`config.mk`:
```
export PLATFORM = sky130hd
export DESIGN_NAME = input_fault_diag_status
export DESIGN_NICKNAME = d
export VERILOG_FILES = /design/src/core/diag_regs_pkg.sv /design/src/core/live_src_if.sv /design/src/core/input_fault_diag_status.sv /design/src/core/live_sync.sv
export SDC_FILE = /design/constraint.sdc
export NUM_CORES = 1
export LEC_CHECK = 0
export BUFFER_PORTS_ARGS = -buffer_cell sky130_fd_sc_hd__buf_4
export CORE_UTILIZATION = 40
export CTS_CLUSTER_DIAMETER = 80
export DETAILED_ROUTE_END_ITERATION = 10
export GPL_ROUTABILITY_DRIVEN = 0
export PLACE_DENSITY = 0.65
export SKIP_LAST_GASP = 1
export SLEW_MARGIN = 0
export SYNTH_ARGS = -nofsm -noshare
export SYNTH_HDL_FRONTEND = slang
export SYNTH_HIERARCHICAL = 1
export SYNTH_SLANG_ARGS = --single-unit
```
`constraint.sdc`:
```
create_clock -name clk -period 3.1 [get_ports clk]
set_input_delay 0.62 -clock clk [delete_from_list [all_inputs] [get_ports clk]]
set_output_delay 0.62 -clock clk [all_outputs]
set_load 0.02 [all_outputs]
```
`src/core/diag_regs_pkg.sv`:
```
// Shared constants for the input fault diagnostic status block
package diag_regs_pkg;
  // Register data word
  typedef logic [7:0] reg_byte_t;
  // Register port address
  typedef logic [7:0] reg_addr_t;

  // Register offsets
  localparam reg_addr_t CH2_LIVE_OFFSET = 8'h3F;
  localparam reg_addr_t BIAS_LATCHED_OFFSET = 8'h41;
  localparam reg_addr_t OV_LIVE_OFFSET = 8'h42;
  localparam reg_addr_t EVENT_LIVE_OFFSET = 8'h43;
  localparam reg_addr_t SCAN_CFG_OFFSET = 8'h46;

  // Reset values
  localparam reg_byte_t CH2_LIVE_RESET = 8'h00;
  localparam reg_byte_t BIAS_LATCHED_RESET = 8'h00;
  localparam reg_byte_t OV_LIVE_RESET = 8'h00;
  localparam reg_byte_t EVENT_LIVE_RESET = 8'h00;
  localparam reg_byte_t SCAN_CFG_RESET = 8'h00;
  localparam reg_byte_t UNMAPPED_READ = 8'h00;

  // Channel-2 live fault field positions
  localparam int CH2_OPEN_BIT = 7;
  localparam int CH2_SHORTED_BIT = 6;
  localparam int CH2_POS_GND_BIT = 5;
  localparam int CH2_NEG_GND_BIT = 4;
  localparam int CH2_POS_BIAS_BIT = 3;
  localparam int CH2_NEG_BIAS_BIT = 2;
  localparam int CH2_POS_BAT_BIT = 1;
  localparam int CH2_NEG_BAT_BIT = 0;

  // Over-voltage live field: bits 7..4 hold the four pins, 3..0 reserved
  localparam int OV_FIELD_LSB = 4;
  localparam int OV_FIELD_WIDTH = 4;

  // Scan configuration field positions
  localparam int CH1_SCAN_EN_BIT = 7;
  localparam int CH2_SCAN_EN_BIT = 6;
  localparam int INCL_SE_NEG_BIT = 5;
  localparam int INCL_AC_BIT = 4;
  localparam reg_byte_t SCAN_CFG_WRITABLE = 8'hF0;

  // Mic-bias fault field inside the event registers
  localparam reg_byte_t BIAS_FAULT_MASK = 8'h0F;
  // Negative-pin bits of the channel-2 live register
  localparam reg_byte_t CH2_NEG_PIN_MASK = 8'h15;
endpackage : diag_regs_pkg

```
`src/core/live_src_if.sv`:
```
`timescale 1ns/1ps
`default_nettype none
// Synchronised fault conditions handed from the sampler to the register bank
interface live_src_if;
  // Channel-2 DC fault conditions
  logic [7:0] ch2;
  // Over-voltage conditions, ch1 pos, ch1 neg, ch2 pos, ch2 neg
  logic [3:0] ov;
  // Monitor, voice activity and mic-bias conditions
  logic [7:0] aux;

  // Sampler side
  modport producer (output ch2, output ov, output aux);
  // Register bank side
  modport consumer (input ch2, input ov, input aux);
endinterface : live_src_if
`default_nettype wire

```
`src/core/input_fault_diag_status.sv`:
```
// Overview of operation
// RULE_01: Bit 7 shows channel-2 open inputs
// RULE_02: Bit 6 shows channel-2 pins shorted together
// RULE_03: Bits 5/4 show positive/negative shorted to ground
// RULE_04: Bits 3/2 show shorts to mic-bias supply
// RULE_05: Bits 1/0 show shorts to battery sense
// RULE_06: Channel-2 live register read-only, resets to zero
// RULE_07: Over-voltage bits 7..4 for four input pins
// RULE_08: Reserved bits read zero, software writes zero
// RULE_09: Event bits 7/6 monitor upper/lower threshold
// RULE_10: Event bits 5/4 voice power up/down
// RULE_11: Event bits 3..0 mic-bias fault kinds
// RULE_12: Config bits 7/6 enable channel scans
// RULE_13: Config bit 5 includes single-ended negatives
// RULE_14: Config bit 4 includes AC-coupled channels
// RULE_15: Latched mic-bias bits self-clear, read-only
// RULE_16: Disabled channel live bits read zero
// RULE_17: Live reads side-effect free, bits follow sources
`timescale 1ns/1ps
`default_nettype none
module input_fault_diag_status (
  input wire logic clk, // Register clock, 100 MHz
  input wire logic srst, // Synchronous reset, active high
  input wire diag_regs_pkg::reg_addr_t reg_addr, // Control port address
  input wire logic reg_wr, // Write strobe, one cycle
  input wire diag_regs_pkg::reg_byte_t reg_wdata, // Write data
  input wire logic reg_rd, // Read strobe, one cycle
  output logic [7:0] reg_rdata, // Read data, registered
  output logic reg_rd_valid, // Read data valid pulse
  input wire logic ch2_single_ended, // Channel 2 wired single-ended
  input wire logic ch2_ac_coupled, // Channel 2 AC-coupled
  input wire logic [7:0] ch2_fault_raw, // Channel-2 fault comparators
  input wire logic [3:0] ov_raw, // Over-voltage comparators
  input wire logic [7:0] aux_raw, // Monitor, detector, bias sources
  output logic ch1_scan_enable, // Scan channel 1 pins
  output logic ch2_scan_enable, // Scan channel 2 pins
  output logic include_single_ended_neg, // Scan single-ended negatives
  output logic include_ac_coupled // Scan AC-coupled channels
);
  import diag_regs_pkg::*;

  // Synchronised sources
  live_src_if src ();

  // Channel-2 live fault register
  reg_byte_t ch2_live_q;
  // Over-voltage live register
  reg_byte_t ov_live_q;
  // Monitor and bias event live register
  reg_byte_t event_live_q;
  // Latched mic-bias events
  reg_byte_t bias_latched_q;
  reg_byte_t bias_latched_d;
  // Scan configuration register
  reg_byte_t scan_cfg_q;
  // Read path
  reg_byte_t rdata_q;
  reg_byte_t rdata_d;
  logic rd_valid_q;
  // Channel-2 mask after scan selection
  reg_byte_t ch2_keep;
  // Channel-2 taken part in the scan
  logic ch2_scanned;
  // Negative pin of channel 2 taken part in the scan
  logic ch2_neg_scanned;
  // Latched register read this cycle
  logic latched_read;

  // Condition sampler
  live_sync u_sync (
    .clk(clk),
    .srst(srst),
    .ch2_fault_raw(ch2_fault_raw),
    .ov_raw(ov_raw),
    .aux_raw(aux_raw),
    .src(src)
  );

  // Decide which channel-2 fault bits the scan covers
  always_comb
  begin
    // Scan off or AC-coupled channel excluded drops the whole channel
    ch2_scanned = scan_cfg_q[CH2_SCAN_EN_BIT] // RULE_12 RULE_16
      && (!ch2_ac_coupled || scan_cfg_q[INCL_AC_BIT]); // RULE_14
    // Single-ended negative pin only when selected
    ch2_neg_scanned = !ch2_single_ended || scan_cfg_q[INCL_SE_NEG_BIT]; // RULE_13
    if (!ch2_scanned)
    begin
      // Whole channel out of the scan
      ch2_keep = 8'h00; // RULE_16
    end
    else if (!ch2_neg_scanned)
    begin
      // Negative-pin bits held clear
      ch2_keep = ~CH2_NEG_PIN_MASK; // RULE_13
    end
    else
    begin
      // Every fault kind reported
      ch2_keep = 8'hFF;
    end
  end

  // Channel-2 live fault register follows the scanned conditions
  always_ff @(posedge clk)
  begin
    if (srst)
    begin
      // No fault after reset
      ch2_live_q <= CH2_LIVE_RESET; // RULE_06
    end
    else
    begin
      // Bit 7 open, 6 shorted, 5..0 pin shorts, no latching
      ch2_live_q <= src.ch2 & ch2_keep; // RULE_01 RULE_02 RULE_03 RULE_04 RULE_05 RULE_17
    end
  end

  // Over-voltage live register, low nibble reserved
  always_ff @(posedge clk)
  begin
    if (srst)
    begin
      // No fault after reset
      ov_live_q <= OV_LIVE_RESET;
    end
    else
    begin
      // Upper nibble mirrors the comparators, lower reads zero
      ov_live_q <= {src.ov, 4'h0}; // RULE_07 RULE_08
    end
  end

  // Monitor, voice activity and mic-bias live register
  always_ff @(posedge clk)
  begin
    if (srst)
    begin
      // No event after reset
      event_live_q <= EVENT_LIVE_RESET;
    end
    else
    begin
      // Plain mirror of the present conditions
      event_live_q <= src.aux; // RULE_09 RULE_10 RULE_11
    end
  end

  // Read of the latched register clears what it returns
  assign latched_read = reg_rd && (reg_addr == BIAS_LATCHED_OFFSET);

  // Latched mic-bias events: a new event wins over the clearing read
  always_comb
  begin
    bias_latched_d = bias_latched_q;
    if (latched_read)
    begin
      // Self-clear on read
      bias_latched_d = 8'h00; // RULE_15
    end
    // Catch present mic-bias faults
    bias_latched_d = bias_latched_d | (src.aux & BIAS_FAULT_MASK); // RULE_15
  end

  // Latched register storage
  always_ff @(posedge clk)
  begin
    if (srst)
    begin
      // Nothing caught after reset
      bias_latched_q <= BIAS_LATCHED_RESET;
    end
    else
    begin
      // Hold, set or clear
      bias_latched_q <= bias_latched_d;
    end
  end

  // Scan configuration register, only the upper nibble stores
  always_ff @(posedge clk)
  begin
    if (srst)
    begin
      // All scans off
      scan_cfg_q <= SCAN_CFG_RESET; // RULE_12
    end
    else if (reg_wr && (reg_addr == SCAN_CFG_OFFSET))
    begin
      // Reserved bits dropped so they read zero
      scan_cfg_q <= reg_wdata & SCAN_CFG_WRITABLE; // RULE_08 RULE_12
    end
  end

  // Read multiplexer; read-only and unmapped writes are ignored
  always_comb
  begin
    case (reg_addr)
      CH2_LIVE_OFFSET: rdata_d = ch2_live_q; // RULE_06
      OV_LIVE_OFFSET: rdata_d = ov_live_q;
      EVENT_LIVE_OFFSET: rdata_d = event_live_q;
      BIAS_LATCHED_OFFSET: rdata_d = bias_latched_q;
      SCAN_CFG_OFFSET: rdata_d = scan_cfg_q;
      default: rdata_d = UNMAPPED_READ;
    endcase
  end

  // Read data register, updates only on a read strobe
  always_ff @(posedge clk)
  begin
    if (srst)
    begin
      // Bus idle
      rdata_q <= 8'h00;
      rd_valid_q <= 1'b0;
    end
    else
    begin
      // Valid pulses one cycle after each strobe
      rd_valid_q <= reg_rd;
      if (reg_rd)
      begin
        // Capture without disturbing any live bit
        rdata_q <= rdata_d; // RULE_17
      end
    end
  end

  // Outputs straight from flip-flops
  assign reg_rdata = rdata_q;
  assign reg_rd_valid = rd_valid_q;
  assign ch1_scan_enable = scan_cfg_q[CH1_SCAN_EN_BIT]; // RULE_12
  assign ch2_scan_enable = scan_cfg_q[CH2_SCAN_EN_BIT]; // RULE_12
  assign include_single_ended_neg = scan_cfg_q[INCL_SE_NEG_BIT]; // RULE_13
  assign include_ac_coupled = scan_cfg_q[INCL_AC_BIT]; // RULE_14
endmodule : input_fault_diag_status
`default_nettype wire

```
`src/core/live_sync.sv`:
```
`timescale 1ns/1ps
`default_nettype none
// Two-stage synchroniser for every analog fault condition
module live_sync (
  input wire logic clk, // Register clock
  input wire logic srst, // Synchronous reset
  input wire logic [7:0] ch2_fault_raw, // Channel-2 comparators
  input wire logic [3:0] ov_raw, // Over-voltage comparators
  input wire logic [7:0] aux_raw, // Monitor, detector, bias sources
  live_src_if.producer src // Synchronised conditions
);
  // All raw conditions side by side
  logic [19:0] raw_all;
  // First stage, read only by the second stage
  logic [19:0] meta_q;
  // Second stage, safe to use
  logic [19:0] sync_q;

  assign raw_all = {ch2_fault_raw, ov_raw, aux_raw};

  // One synchroniser pair per condition bit
  genvar gi;
  generate
    for (gi = 0; gi < 20; gi++)
    begin : g_bit
      always_ff @(posedge clk)
      begin
        if (srst)
        begin
          meta_q[gi] <= 1'b0;
          sync_q[gi] <= 1'b0;
        end
        else
        begin
          meta_q[gi] <= raw_all[gi];
          sync_q[gi] <= meta_q[gi];
        end
      end
    end
  endgenerate

  // Split back into groups
  assign src.ch2 = sync_q[19:12];
  assign src.ov = sync_q[11:8];
  assign src.aux = sync_q[7:0];
endmodule : live_sync
`default_nettype wire

```
==> results_dict.tcl <==
set metrics [dict create \
    clk_path_buf_depth 2 \
    status "finished clean" \
    postCtsSetupBuffers 0 \
    worst_pin_slew_ns 0.798 \
    grt_pass1_vias 1430 \
    grt_max_degree 37 \
    syn_area_per_cell_um2 11.6 \
    syn_nets 265 \
    most-common-layout-cells "dfxtp_1, buf_4, nor2b_2, nor2b_1, nor2_1" \
    final_common_cell "dfxtp_1" \
    h-tree-depth 3 \
    fin_crit_sh_pct 60.0 \
    yosysSeqAreaShare_pct 59.3 \
    die_area_um2 6820 \
    powerDensity_nw_per_um2 556 \
    ys_types 27 \
    synth_area_um2 2600 \
    cts_num_sinks 77 \
    cp_max_fo 36 \
    hold_viol 0 \
    port_buffers 50 \
    die-width_um 82.6 \
    yosysWarnings 6 \
    clk_latency_ns 0.34 \
    setup_slack_ns 1.24 \
    fin_nets 318 \
    reg2reg_setup_slack_ns 1.62 \
    antenna_found_initial 0 \
    num_antenna_cells 0 \
    grt-ovfl-total 0 \
    viasPerCell 4.56 \
    setup_viol 0 \
    cp-startpoint "srst" \
    io_pins 55 \
    grt_use_total_pct 13.8 \
    area_growth_pct 22.9 \
    dp_hpwl_um 2980 \
    drive_above_1_share_pct 35.9 \
    max-cap-violations 0 \
    num_rows 28 \
    hp-class "reg -> reg" \
    slew_viol_final 0 \
    rr_worst_depth 4 \
    ff_latch_area_um2 1540 \
    reg2reg_to "ch2_live_q[4]" \
    rsz0062_at_grt "false" \
    nFillCells 592 \
    leakage_nw 1.27 \
    ctsRootBufferMaster "clkbuf_8" \
    finalNonFillerCells 356 \
    crit_chain "buf_4 > nor2b_1 > nor4b_1 > a22oi_1 > o21ai_1" \
    multi_input_area_um2 1000 \
    clk_pin_slew_ns 0.08 \
    max_freq_ghz 0.537 \
    fin_util_pct 52.4 \
    worstSetupEndpointType "flop" \
    cts_resized 0 \
    crit_path_end "reg_rdata[3]" \
    cp-start-kind "input pin" \
    ys_seq_elements 77 \
    dr.pass1.iters 5 \
    antenna_left 0 \
    wl_per_cell_um 12.0 \
    maxSlewHeadroom_pct 46.0 \
    slowest_stage "nor4b_1" \
    core_area_um2 6100 \
    cts_tree "built" \
    drt_iter0_drc 81 \
    initial_utilization_pct 42.6 \
    cts_buffers 9 \
    dp_cells 340 \
    vias 1623 \
    drc 0 \
    routed_wl_um 4280 \
    max_stage_delay_ns 0.70 \
    ctsHoldBuffers 0 \
    fin_worst_skew_ns 0.0136 \
    dieHeight_um 82.6 \
    fin_tns_setup_ns 0 \
    ir_worst_vdd_mv 0.324 \
    worstPathArrival_ns 2.13 \
    critPathKind "in -> reg" \
    fin_crit_ns 1.86 \
    grt_pass1_wl_um 6570 \
    place_ws_ns 0.908 \
    synth_cells 223 \
    reg2reg_from "scan_cfg_q[4]" \
    cp.required_ns 3.37 \
]
==> worst min-delay path by stage <==
stage,cells past startpoint,to,startpoint
finish,1,event_live_q[6],u_sync/src.aux[6]
global placement,1,u_sync/src.aux[7],u_sync/meta_q[7]
floorplan,1,ch2_live_q[0],u_sync/src.ch2[0]
global route,1,event_live_q[6],u_sync/src.aux[6]
CTS,1,event_live_q[6],u_sync/src.aux[6]
detailed placement,1,u_sync/src.aux[2],u_sync/meta_q[2]
==> cells by family (layout without fill, tap and decap cells) <==
kind of cell | count (synthesis) | count (layout) | share of synthesized area [%]
flops | 77 | 77 | 59.3
compound gates | 27 | 27 | 8.00
buf+inv | 10 | 68 | 2.12
simple gates | 97 | 97 | 25.9
mux | 12 | 12 | 4.62
==> cell type report <==
cell class,instances,area share [%]
multi-input combinational,136,31.4
sequential,77,48.3
clock inverter,4,0.745
inverter,1,0.118
clock buffer,12,4.55
tap,75,2.94
timing repair buffer,51,12.0
==> critical path, delay by kind of cell <==
kind                   cells  cell delay, ns
AO/OA/AOI/OAI              2            0.26
buffers and inverters      1            0.25
AND/OR/NAND/NOR            2            1.00
==> registers in the layout, indices dropped and copies added, names as in the netlist <==
register and count:
bias_latched_q 4, u_sync/src.ch2 8, reg_rdata 8, ch2_live_q 8
reg_rd_valid 1, u_sync/meta_q 20, u_sync/src.ov 4, event_live_q 8
ov_live_q 4, scan_cfg_q 4, u_sync/src.aux 8
==> power breakdown <==
group / internal, W / switching (W) / leakage, nW
clock network: 0.000310 / 0.000325 / 0.0901
logic: 0.0000622 / 0.0000471 / 0.548
registers: 0.00102 / 0.00000835 / 0.631
total: 0.00139 / 0.000380 / 1.27
==> synth_stat cells <==
cell / count / share of area [%]
a21boi_0: 1 / 0.29
nand4_1: 1 / 0.24
mux2i_1: 12 / 4.6
o21ai_1: 5 / 0.96
buf_2: 2 / 0.39
nor3_1: 2 / 0.39
or2_2: 1 / 0.24
nor3b_1: 1 / 0.29
nor4_4: 1 / 0.82
clkbuf_4: 4 / 1.2
a22oi_1: 8 / 2.3
a2bb2oi_1: 4 / 1.3
nor4b_4: 1 / 0.92
nor4b_1: 1 / 0.34
nand2_1: 7 / 1.0
a211oi_1: 4 / 1.2
nor2_1: 14 / 2.0
a32oi_1: 4 / 1.3
a2111oi_2: 1 / 0.58
and2_1: 9 / 2.2
dfxtp_1: 77 / 59
nand2b_1: 3 / 0.72
inv_1: 1 / 0.14
nor2b_2: 30 / 10
nor2b_1: 24 / 5.8
or3_4: 2 / 0.87
clkbuf_1: 3 / 0.43
==> routing by layer <==
layer / global-route usage [%] / part of all wire, % / up-vias
li1: - / - / 852
met1: 17.7 / 49 / 723
met2: 19.3 / 44 / 42
met3: 4.95 / 5.3 / 6
met4: 9.31 / 1.8 / 0
met5: 0 / 0 / -
==> metrics by stage <==
stage               hold slack [ns]  total power, W  cell area, µm²
finish                        0.423         0.00177            3190
global route                  0.437         0.00186            3190
CTS                           0.430         0.00180            3190
detailed placement            0.423         0.00116            3020
global placement              0.419         0.00116            3020
floorplan                     0.406         0.00111            2600
Power figures use the tool's default switching activity.
